File: src/core/swk_pkg.sv
// shared constants and types of the serial port wake-up block
package swk_pkg;
    // -------------------------------------------------------------
    // register byte offsets
    // -------------------------------------------------------------
    localparam logic [4:0] OFS_TXC  = 5'h00;
    localparam logic [4:0] OFS_RXC  = 5'h04;
    localparam logic [4:0] OFS_BDC  = 5'h08;
    localparam logic [4:0] OFS_DIV  = 5'h0C;
    localparam logic [4:0] OFS_RXD  = 5'h10;
    localparam logic [4:0] OFS_ISTS = 5'h14;
    localparam logic [4:0] OFS_MASK = 5'h18;
    localparam logic [4:0] OFS_PDIR = 5'h1C;
    // -------------------------------------------------------------
    // field positions
    // -------------------------------------------------------------
    localparam int TXC_MASTER = 7;
    localparam int TXC_TXEN   = 5;
    localparam int TXC_SYNC   = 4;
    localparam int TXC_BRK    = 3;
    localparam int RXC_PORT   = 7;
    localparam int RXC_CREN   = 4;
    localparam int BDC_POL    = 4;
    localparam int BDC_WAKE   = 1;
    localparam int IRQ_WAKE   = 0;
    localparam int IRQ_BRK    = 1;
    localparam int PDIR_TX    = 0;
    localparam int PDIR_RX    = 1;
    // -------------------------------------------------------------
    // reset values and counts
    // -------------------------------------------------------------
    localparam logic [7:0] RST_TXC  = 8'h00;
    localparam logic [7:0] RST_RXC  = 8'h00;
    localparam logic [7:0] RST_BDC  = 8'h00;
    localparam logic [7:0] RST_DIV  = 8'h0F;
    localparam logic [7:0] RST_MASK = 8'h00;
    localparam logic [7:0] RST_PDIR = 8'h03;
    localparam logic [3:0] BREAK_BITS = 4'hC;
    // -------------------------------------------------------------
    // state encodings
    // -------------------------------------------------------------
    typedef enum logic [2:0] {
        WK_IDLE  = 3'b001,
        WK_ARMED = 3'b010,
        WK_LOW   = 3'b100
    } swk_wake_e;
    typedef enum logic [1:0] {
        BK_IDLE = 2'b01,
        BK_SEND = 2'b10
    } swk_brk_e;
endpackage : swk_pkg

File: src/core/swk_serial_port.sv
// serial port pin control, modes, break send and sleep wake-up
`timescale 1ns/1ps
// -----------------------------------------------------------------
// What this block does
// - pins belong to the port only while serial_port_enable is set
// - port logic itself turns the data pin between in and out
// - async full duplex, sync master and slave, clock polarity
// - in sleep the baud generator halts; rx_enable is not gated by sleep_mode
// - wake_up_enable arms wake-up, only in asynchronous mode
// - while wake_up_enable is set normal reception is off
// - falling edge on the receive line is the wake-up event
// - wake-up event sets the receive interrupt flag
// - reading the receive data register clears the wake flag
// - first rising edge after wake clears wake_up_enable
// - any early rising edge ends wake-up early
// - async transmitter sends a 12 bit-time break
// -----------------------------------------------------------------
module swk_serial_port
    import swk_pkg::*;
(
    input  wire logic        sys_clk,
    input  wire logic        nrst,
    input  wire logic        ce,
    input  wire logic [4:0]  avs_address,
    input  wire logic        avs_read,
    input  wire logic        avs_write,
    input  wire logic [31:0] avs_writedata,
    output logic [31:0]      avs_readdata,
    output logic             avs_waitrequest,
    input  wire logic        sleep_mode,
    input  wire logic        receive_data_line,
    output logic             receive_data_line_drv,
    output logic             receive_data_line_oe_n,
    input  wire logic        transmit_clock_line,
    output logic             transmit_clock_line_drv,
    output logic             transmit_clock_line_oe_n,
    input  wire logic        ser_dout,
    input  wire logic [7:0]  rx_byte,
    output logic             ser_rx,
    output logic             ser_clk,
    output logic             rx_enable,
    output logic             baud_tick,
    output logic             receive_interrupt_flag,
    output logic             irq
);
    // -------------------------------------------------------------
    // state
    // -------------------------------------------------------------
    typedef struct packed {
        logic [7:0]  txc;
        logic [7:0]  rxc;
        logic [7:0]  bdc;
        logic [7:0]  div;
        logic [7:0]  mask;
        logic [7:0]  pdir;
        logic [1:0]  ists;
        logic        ack;
        logic [31:0] rdata;
        swk_wake_e   wk;
        swk_brk_e    bk;
        logic [3:0]  bcnt;
        logic        ckph;
    } swk_state_s;

    localparam swk_state_s RST_STATE = '{
        txc:   RST_TXC,
        rxc:   RST_RXC,
        bdc:   RST_BDC,
        div:   RST_DIV,
        mask:  RST_MASK,
        pdir:  RST_PDIR,
        ists:  2'h0,
        ack:   1'b0,
        rdata: 32'h0000_0000,
        wk:    WK_IDLE,
        bk:    BK_IDLE,
        bcnt:  4'h0,
        ckph:  1'b0
    };

    swk_state_s q;
    swk_state_s d;

    logic acc;
    logic done_rd;
    logic done_wr;
    logic port_en;
    logic async_m;
    logic wake_en;
    logic pol;
    logic txen;
    logic master;
    logic brk_on;
    logic wake_on;
    logic set_wake;
    logic tick;
    logic rx_lvl;
    logic rx_rise;
    logic rx_fall;
    logic ck_lvl;

    // -------------------------------------------------------------
    // pin synchronisers and bit timer
    // -------------------------------------------------------------
    swk_line_sync u_rx_sync (
        .sys_clk (sys_clk),
        .nrst    (nrst),
        .ce      (ce),
        .pin     (receive_data_line),
        .level   (rx_lvl),
        .rise    (rx_rise),
        .fall    (rx_fall)
    );
    swk_line_sync u_ck_sync (
        .sys_clk (sys_clk),
        .nrst    (nrst),
        .ce      (ce),
        .pin     (transmit_clock_line),
        .level   (ck_lvl),
        .rise    (),
        .fall    ()
    );
    swk_tick u_tick (
        .sys_clk (sys_clk),
        .nrst    (nrst),
        .ce      (ce),
        .run     (port_en & ~sleep_mode),
        .div     (q.div),
        .tick    (tick)
    );

    // -------------------------------------------------------------
    // decoded controls
    // -------------------------------------------------------------
    assign port_en = q.rxc[RXC_PORT];
    assign async_m = ~q.txc[TXC_SYNC];
    assign wake_en = q.bdc[BDC_WAKE];
    assign pol     = q.bdc[BDC_POL];
    assign txen    = q.txc[TXC_TXEN];
    assign master  = q.txc[TXC_MASTER];
    assign brk_on  = (q.bk == BK_SEND);
    assign wake_on = wake_en & async_m & port_en;
    assign acc     = (avs_read | avs_write) & ~q.ack;
    assign done_rd = avs_read & q.ack;
    assign done_wr = avs_write & q.ack;
    assign set_wake = (q.wk == WK_ARMED) & wake_on & rx_fall;

    // -------------------------------------------------------------
    // next state
    // -------------------------------------------------------------
    always_comb begin
        d     = q;
        d.ack = acc;
        // read data captured in the wait cycle
        if (acc && avs_read) begin
            if (avs_address == OFS_TXC) begin
                d.rdata = {24'h000000, q.txc};
            end else if (avs_address == OFS_RXC) begin
                d.rdata = {24'h000000, q.rxc};
            end else if (avs_address == OFS_BDC) begin
                d.rdata = {24'h000000, q.bdc};
            end else if (avs_address == OFS_DIV) begin
                d.rdata = {24'h000000, q.div};
            end else if (avs_address == OFS_RXD) begin
                d.rdata = {24'h000000, rx_byte};
            end else if (avs_address == OFS_ISTS) begin
                d.rdata = {30'h0, q.ists};
            end else if (avs_address == OFS_MASK) begin
                d.rdata = {24'h000000, q.mask};
            end else if (avs_address == OFS_PDIR) begin
                d.rdata = {24'h000000, q.pdir};
            end else begin
                d.rdata = 32'h0000_0000;
            end
        end
        // writes take effect when waitrequest is low
        if (done_wr) begin
            if (avs_address == OFS_TXC) begin
                d.txc = avs_writedata[7:0];
            end else if (avs_address == OFS_RXC) begin
                d.rxc = avs_writedata[7:0];
            end else if (avs_address == OFS_BDC) begin
                d.bdc = avs_writedata[7:0];
            end else if (avs_address == OFS_DIV) begin
                d.div = avs_writedata[7:0];
            end else if (avs_address == OFS_MASK) begin
                d.mask = avs_writedata[7:0];
            end else if (avs_address == OFS_PDIR) begin
                d.pdir = avs_writedata[7:0];
            end
        end
        // read side effects, hardware sets below win
        if (done_rd) begin
            if (avs_address == OFS_ISTS) begin
                d.ists = 2'h0;
            end else if (avs_address == OFS_RXD) begin
                d.ists[IRQ_WAKE] = 1'b0;
            end
        end
        // wake-up detector, independent of the bit timer
        case (q.wk)
            WK_IDLE: begin
                if (wake_on) begin
                    d.wk = WK_ARMED;
                end
            end
            WK_ARMED: begin
                if (!wake_on) begin
                    d.wk = WK_IDLE;
                end else if (rx_fall) begin
                    d.wk = WK_LOW;
                    d.ists[IRQ_WAKE] = 1'b1;
                end
            end
            WK_LOW: begin
                if (!wake_en) begin
                    d.wk = WK_IDLE;
                end else if (rx_rise) begin
                    d.bdc[BDC_WAKE] = 1'b0;
                    d.wk = WK_IDLE;
                end
            end
            default: begin
                d.wk = WK_IDLE;
            end
        endcase
        // break transmitter
        case (q.bk)
            BK_IDLE: begin
                if (q.txc[TXC_BRK] && async_m && port_en && txen && tick) begin
                    d.bk   = BK_SEND;
                    d.bcnt = 4'h0;
                end
            end
            BK_SEND: begin
                if (!(async_m && port_en)) begin
                    d.bk = BK_IDLE;
                end else if (tick) begin
                    if (q.bcnt == BREAK_BITS - 4'h1) begin
                        d.bk             = BK_IDLE;
                        d.txc[TXC_BRK]   = 1'b0;
                        d.ists[IRQ_BRK]  = 1'b1;
                    end else begin
                        d.bcnt = q.bcnt + 4'h1;
                    end
                end
            end
            default: begin
                d.bk = BK_IDLE;
            end
        endcase
        // synchronous master clock phase
        if (port_en && !async_m && master && txen) begin
            if (tick) begin
                d.ckph = ~q.ckph;
            end
        end else begin
            d.ckph = 1'b0;
        end
    end

    always_ff @(posedge sys_clk or negedge nrst) begin
        if (!nrst) begin
            q <= RST_STATE;
        end else if (ce) begin
            q <= d;
        end
    end

    // -------------------------------------------------------------
    // pin steering
    // -------------------------------------------------------------
    always_comb begin
        if (!port_en) begin
            transmit_clock_line_oe_n = q.pdir[PDIR_TX];
            transmit_clock_line_drv  = 1'b1;
            receive_data_line_oe_n   = q.pdir[PDIR_RX];
            receive_data_line_drv    = 1'b1;
        end else if (async_m) begin
            transmit_clock_line_oe_n = 1'b0;
            transmit_clock_line_drv  = brk_on ? 1'b0 : ser_dout;
            receive_data_line_oe_n   = 1'b1;
            receive_data_line_drv    = 1'b1;
        end else begin
            transmit_clock_line_oe_n = ~master;
            transmit_clock_line_drv  = q.ckph ^ pol;
            receive_data_line_oe_n   = ~txen;
            receive_data_line_drv    = ser_dout;
        end
    end

    assign ser_rx    = rx_lvl;
    assign ser_clk   = master ? q.ckph : (ck_lvl ^ pol);
    assign rx_enable = port_en & q.rxc[RXC_CREN] & ~wake_en;
    assign baud_tick = tick;
    assign avs_waitrequest = acc;
    assign avs_readdata    = q.rdata;
    assign receive_interrupt_flag = q.ists[IRQ_WAKE];
    assign irq = |(q.ists & q.mask[1:0]);
endmodule : swk_serial_port

File: src/core/swk_line_sync.sv
// three-flop pin synchroniser with edge pulses
`timescale 1ns/1ps
module swk_line_sync (
    input  wire logic sys_clk,
    input  wire logic nrst,
    input  wire logic ce,
    input  wire logic pin,
    output logic      level,
    output logic      rise,
    output logic      fall
);
    typedef struct packed {
        logic s1;
        logic s2;
        logic s3;
    } swk_sync_s;

    swk_sync_s q;
    swk_sync_s d;

    always_comb begin
        d    = q;
        d.s1 = pin;
        d.s2 = q.s1;
        d.s3 = q.s2;
    end

    always_ff @(posedge sys_clk or negedge nrst) begin
        if (!nrst) begin
            q <= 3'b111;
        end else if (ce) begin
            q <= d;
        end
    end

    // edges from the second and third stage only, no baud clock used
    assign level = q.s2;
    assign rise  = q.s2 & ~q.s3;
    assign fall  = ~q.s2 & q.s3;
endmodule : swk_line_sync

File: src/core/swk_tick.sv
// bit-time tick generator, divides by div plus one
`timescale 1ns/1ps
module swk_tick (
    input  wire logic       sys_clk,
    input  wire logic       nrst,
    input  wire logic       ce,
    input  wire logic       run,
    input  wire logic [7:0] div,
    output logic            tick
);
    typedef struct packed {
        logic [7:0] cnt;
        logic       tick;
    } swk_tick_s;

    swk_tick_s q;
    swk_tick_s d;

    always_comb begin
        d      = q;
        d.tick = 1'b0;
        if (!run) begin
            d.cnt = 8'h00;
        end else if (q.cnt >= div) begin
            d.cnt  = 8'h00;
            d.tick = 1'b1;
        end else begin
            d.cnt = q.cnt + 8'h01;
        end
    end

    always_ff @(posedge sys_clk or negedge nrst) begin
        if (!nrst) begin
            q <= 9'h000;
        end else if (ce) begin
            q <= d;
        end
    end

    assign tick = q.tick;
endmodule : swk_tick

File: config.mk
export PLATFORM = sky130hd
export DESIGN_NAME = swk_serial_port
export DESIGN_NICKNAME = d
export VERILOG_FILES = /design/src/core/swk_pkg.sv /design/src/core/swk_serial_port.sv /design/src/core/swk_line_sync.sv /design/src/core/swk_tick.sv
export SDC_FILE = /design/constraint.sdc
export NUM_CORES = 1
export LEC_CHECK = 0
export BUFFER_PORTS_ARGS = -buffer_cell sky130_fd_sc_hd__buf_2
export CAP_MARGIN = 15
export CORE_UTILIZATION = 60
export CTS_CLUSTER_SIZE = 16
export DETAILED_ROUTE_END_ITERATION = 8
export HOLD_SLACK_MARGIN = 0.02
export PLACE_DENSITY = 0.94
export SLEW_MARGIN = 40
export SYNTH_ARGS = -nofsm -noshare
export SYNTH_HDL_FRONTEND = slang
export SYNTH_SLANG_ARGS = --single-unit
File: constraint.sdc
create_clock -name sys_clk -period 5.4 [get_ports sys_clk]
set_input_delay 1.08 -clock sys_clk [delete_from_list [all_inputs] [get_ports sys_clk]]
set_output_delay 1.08 -clock sys_clk [all_outputs]
set_load 0.1 [all_outputs]
==> results.md <==
- Die Y: 90.4 µm
- Number of gates resized after CTS: 0
- Slew HR: approximately half
- CTS buffer count: 9
- Layout cells sized above 1: 30.5%
- Critical path class: input port to output pin
- Post-place instance area: between 0.004 and 0.005 mm²
- Initial drt markers: 363
- Fin crit period: about 3 ns
- Ys Warns: 0
- Clk slew on worst S/H paths: about 0.08 ns
- Routed vias: between 3000 and 4000
- Grt total ovfl: 0
- Asr flop ratio synth: between 90% and 100%
- Worst hold path class: register to register
- Hold Violations, Final: 0
- Syn avg cell area: roughly 11 µm²
- Startpoint Class: input port
- Unique masters post-synth: 62
- CTS sink count: 83
- Clock root buffer: clkbuf_8
- Longest Clk Path Bufs: 2
- Gpl congestion: roughly 0.86
- Vias per std cell: 6.33
- Register area share after synthesis: 44.6%
- DRC Markers: 0
- Synth Area in Adders: 2.67%
- Die X: between 90 and 100 µm
- First-pass GRT wire length: roughly 18000 µm
- Final Max Tran Viols: 0
- Period Utilization, post-route: 54.1%
- Post-Route WL: 10900 µm
- Final setup fails: 0
- HPWL Detailed: between 7000 and 8000 µm
- Most used DFF post-synth: dfrtp_1
- Crit. End Element: output pin
- Post-synthesis compound-gate area fraction: 13.8%
- Final setup margin: ~2.5 ns
- Yosys top cell area share: between 30 and 40%
- Post-route ant nets: 0
- Status: completed
- CTS H-tree lvls: 3
- Avg WL per Cell: 19.0 µm
- Core Util, Final: between 60% and 70%
- Number of inserted diodes: 0
- VDD IR max: 0.000145 V
- Post-Synth XOR/XNOR Area: 0.934%
- Core footprint: 0.00741 mm²
- RSZ-0062 raised after global routing: no
- Largest family of logic cells by synthesized area: multiplexers
- Final #Nets: ~530
- Final instance area: a little over 0.005 mm²
- Tot Pwr: between 0.0015 and 0.002 W
- Yosys reg bits: 83
- Critical Path Max Stage Delay: about 0.44 ns
- Highest Clock Rate: 0.342 GHz
- Top cells by area, synth: dfrtp_1, mux2_2, dfstp_2
- Post-synthesis simple-gate area fraction: 13.5%
- Mapped cell area: between 0.004 and 0.005 mm²
- Clk Latency, worst-skew pair: about 0.36 ns
- Worst-path fanout max: 4
- EDFF count, synth: 0
- Core Rows: 31
- Pre-CTS setup slack: around 2.4 ns
- Synthesis-to-finish area growth: 7.74%
- CTS tree: done
- Largest net degree at the start of global routing: 84
- Post-synthesis mux area share: around 16%
- PwrDens: approximately 340 mW/mm²
- IO buf count: between 40 and 50
- Setup Buffers After CTS: 0
- I/O Pins: between 90 and 100
- Slowest stage cell, crit path: buf_2
- CP arrival: 1.84 ns
- Die area: around 0.0082 mm²
- Vias in the first global route: about 3700
- CTS hold repair buffers: 0
- Total track usage: roughly 28%
- CP Data Required Time: ~4.3 ns
- MaxCap Viol Count: 0
- DRT Pass-1 Iters: 5
- Crit-path cells: buf_2 > nor2_1 > nor2_1 > buf_2
- Slew @ Worst Pin: around 0.76 ns
- Initial antenna violation count: 0
- Pleak: approximately 2.4 nW
- Post-Route Skew: between 0.008 and 0.009 ns
- Yosys top cell by area: dfrtp_1
- Cells after Synth: approximately 430
- Final setup TNS: 0 ns
- Initial Util: a little over three fifths
## path summary, 6_finish.rpt
kind | startpoint | end | slack (ns) | cells past startpoint
max in group asynchronous | nrst | q[3] | 4.12 | 1
min in group asynchronous | nrst | q[51] | 0.74 | 1
max reg2reg | q[63] | u_tick.q[7] | 3.13 | 7
min reg2reg | avs_readdata[0] | avs_readdata[0] | 0.48 | 2
min | avs_readdata[0] | avs_readdata[0] | 0.48 | 2
max | avs_write | avs_waitrequest | 2.48 | 4
## cell families after synthesis
family	Yosys count
other	1
buffers and inverters	68
AND/OR/NAND/NOR	104
flip-flops	83
multiplexers	66
XOR/XNOR	5
AO/OA/AOI/OAI	96
adder cells (fa/ha/maj)	10
## power by group
group	switching [W]	total, W	leakage, nW	internal [W]
combinational	0.000348	0.000472	1.24	0.000123
sequential	0.0000698	0.000781	1.07	0.000711
clock	0.000218	0.000469	0.107	0.000252
total	0.000636	0.00172	2.42	0.00109
## metrics by stage
stage               instances  hold slack, ns
floorplan                 456           0.450
global placement          558           0.455
detailed placement        558           0.469
CTS                       574           0.486
global route              574           0.516
finish                    574           0.482
## sequential cells by signal (all words and copies together), names as in the netlist
name	count
receive_interrupt_flag	1
avs_readdata	8
u_rx_sync.d	1
u_ck_sync.level	1
u_rx_sync.level	1
u_rx_sync.q	1
u_tick.tick	1
master	1
pol	1
u_ck_sync.d	1
port_en	1
u_tick.q	8
q	57
## routing by layer
metal | vias to the layer above | part of all wire (%) | global-route usage [%]
li1 | 1580 | - | -
met1 | 1791 | 39 | 34.2
met2 | 212 | 50 | 46.3
met3 | 51 | 6.8 | 6.65
met4 | 0 | 4.6 | 16.3
met5 | - | 0 | 0
## synth_stat cells (3+ instances only)
cell and count:
o2bb2ai_1 4, nor2_1 21, nor2b_1 8, a211oi_1 8, nand3_1 9, and3b_1 7
o221ai_1 3, nor3_1 5, o21ai_0 20, dfrtp_1 70, mux2i_1 12, inv_1 22
o21a_1 7, o22ai_1 10, a22o_1 8, xnor2_1 3, ha_1 10, nand2_1 24
buf_4 36, clkbuf_1 6, nor3b_1 5, mux2_2 51, dfstp_2 13, a21oi_1 22
## layout make-up
cell class,count,area [µm²]
flip-flops and latches,83,2090
multi-input cells,305,2290
fillers,488,2360
well taps,99,124
clock inverters,2,35.0
inverters,23,86.3
repair buffers,48,246
clock buffers,14,173
## cells in the final DEF, fill, tap and decap left out, types with 8 or more instances in the layout
| cell | synthesis | layout |
|---|---|---|
| nand2_1 | 24 | 24 |
| dfrtp_1 | 70 | 70 |
| mux2_2 | 51 | 51 |
| o22ai_1 | 10 | 10 |
| mux2i_1 | 12 | 12 |
| buf_2 | 2 | 47 |
| dfstp_2 | 13 | 13 |
| o21ai_0 | 20 | 20 |
| inv_1 | 22 | 22 |
| clkbuf_8 | 0 | 12 |
| a21oi_1 | 22 | 22 |
| nor2_1 | 21 | 19 |
| ha_1 | 10 | 10 |
| a211oi_1 | 8 | 8 |
| nor2b_1 | 8 | 8 |
| conb_1 | 1 | 24 |
| a22o_1 | 8 | 8 |
| nand3_1 | 9 | 9 |
## critical path: cells and delay by family
kind	cells	cell delay [ns]
buffers and inverters	2	0.58
and+or+nand+nor	2	0.17
No activity file was read; power rests on OpenSTA's default activity.
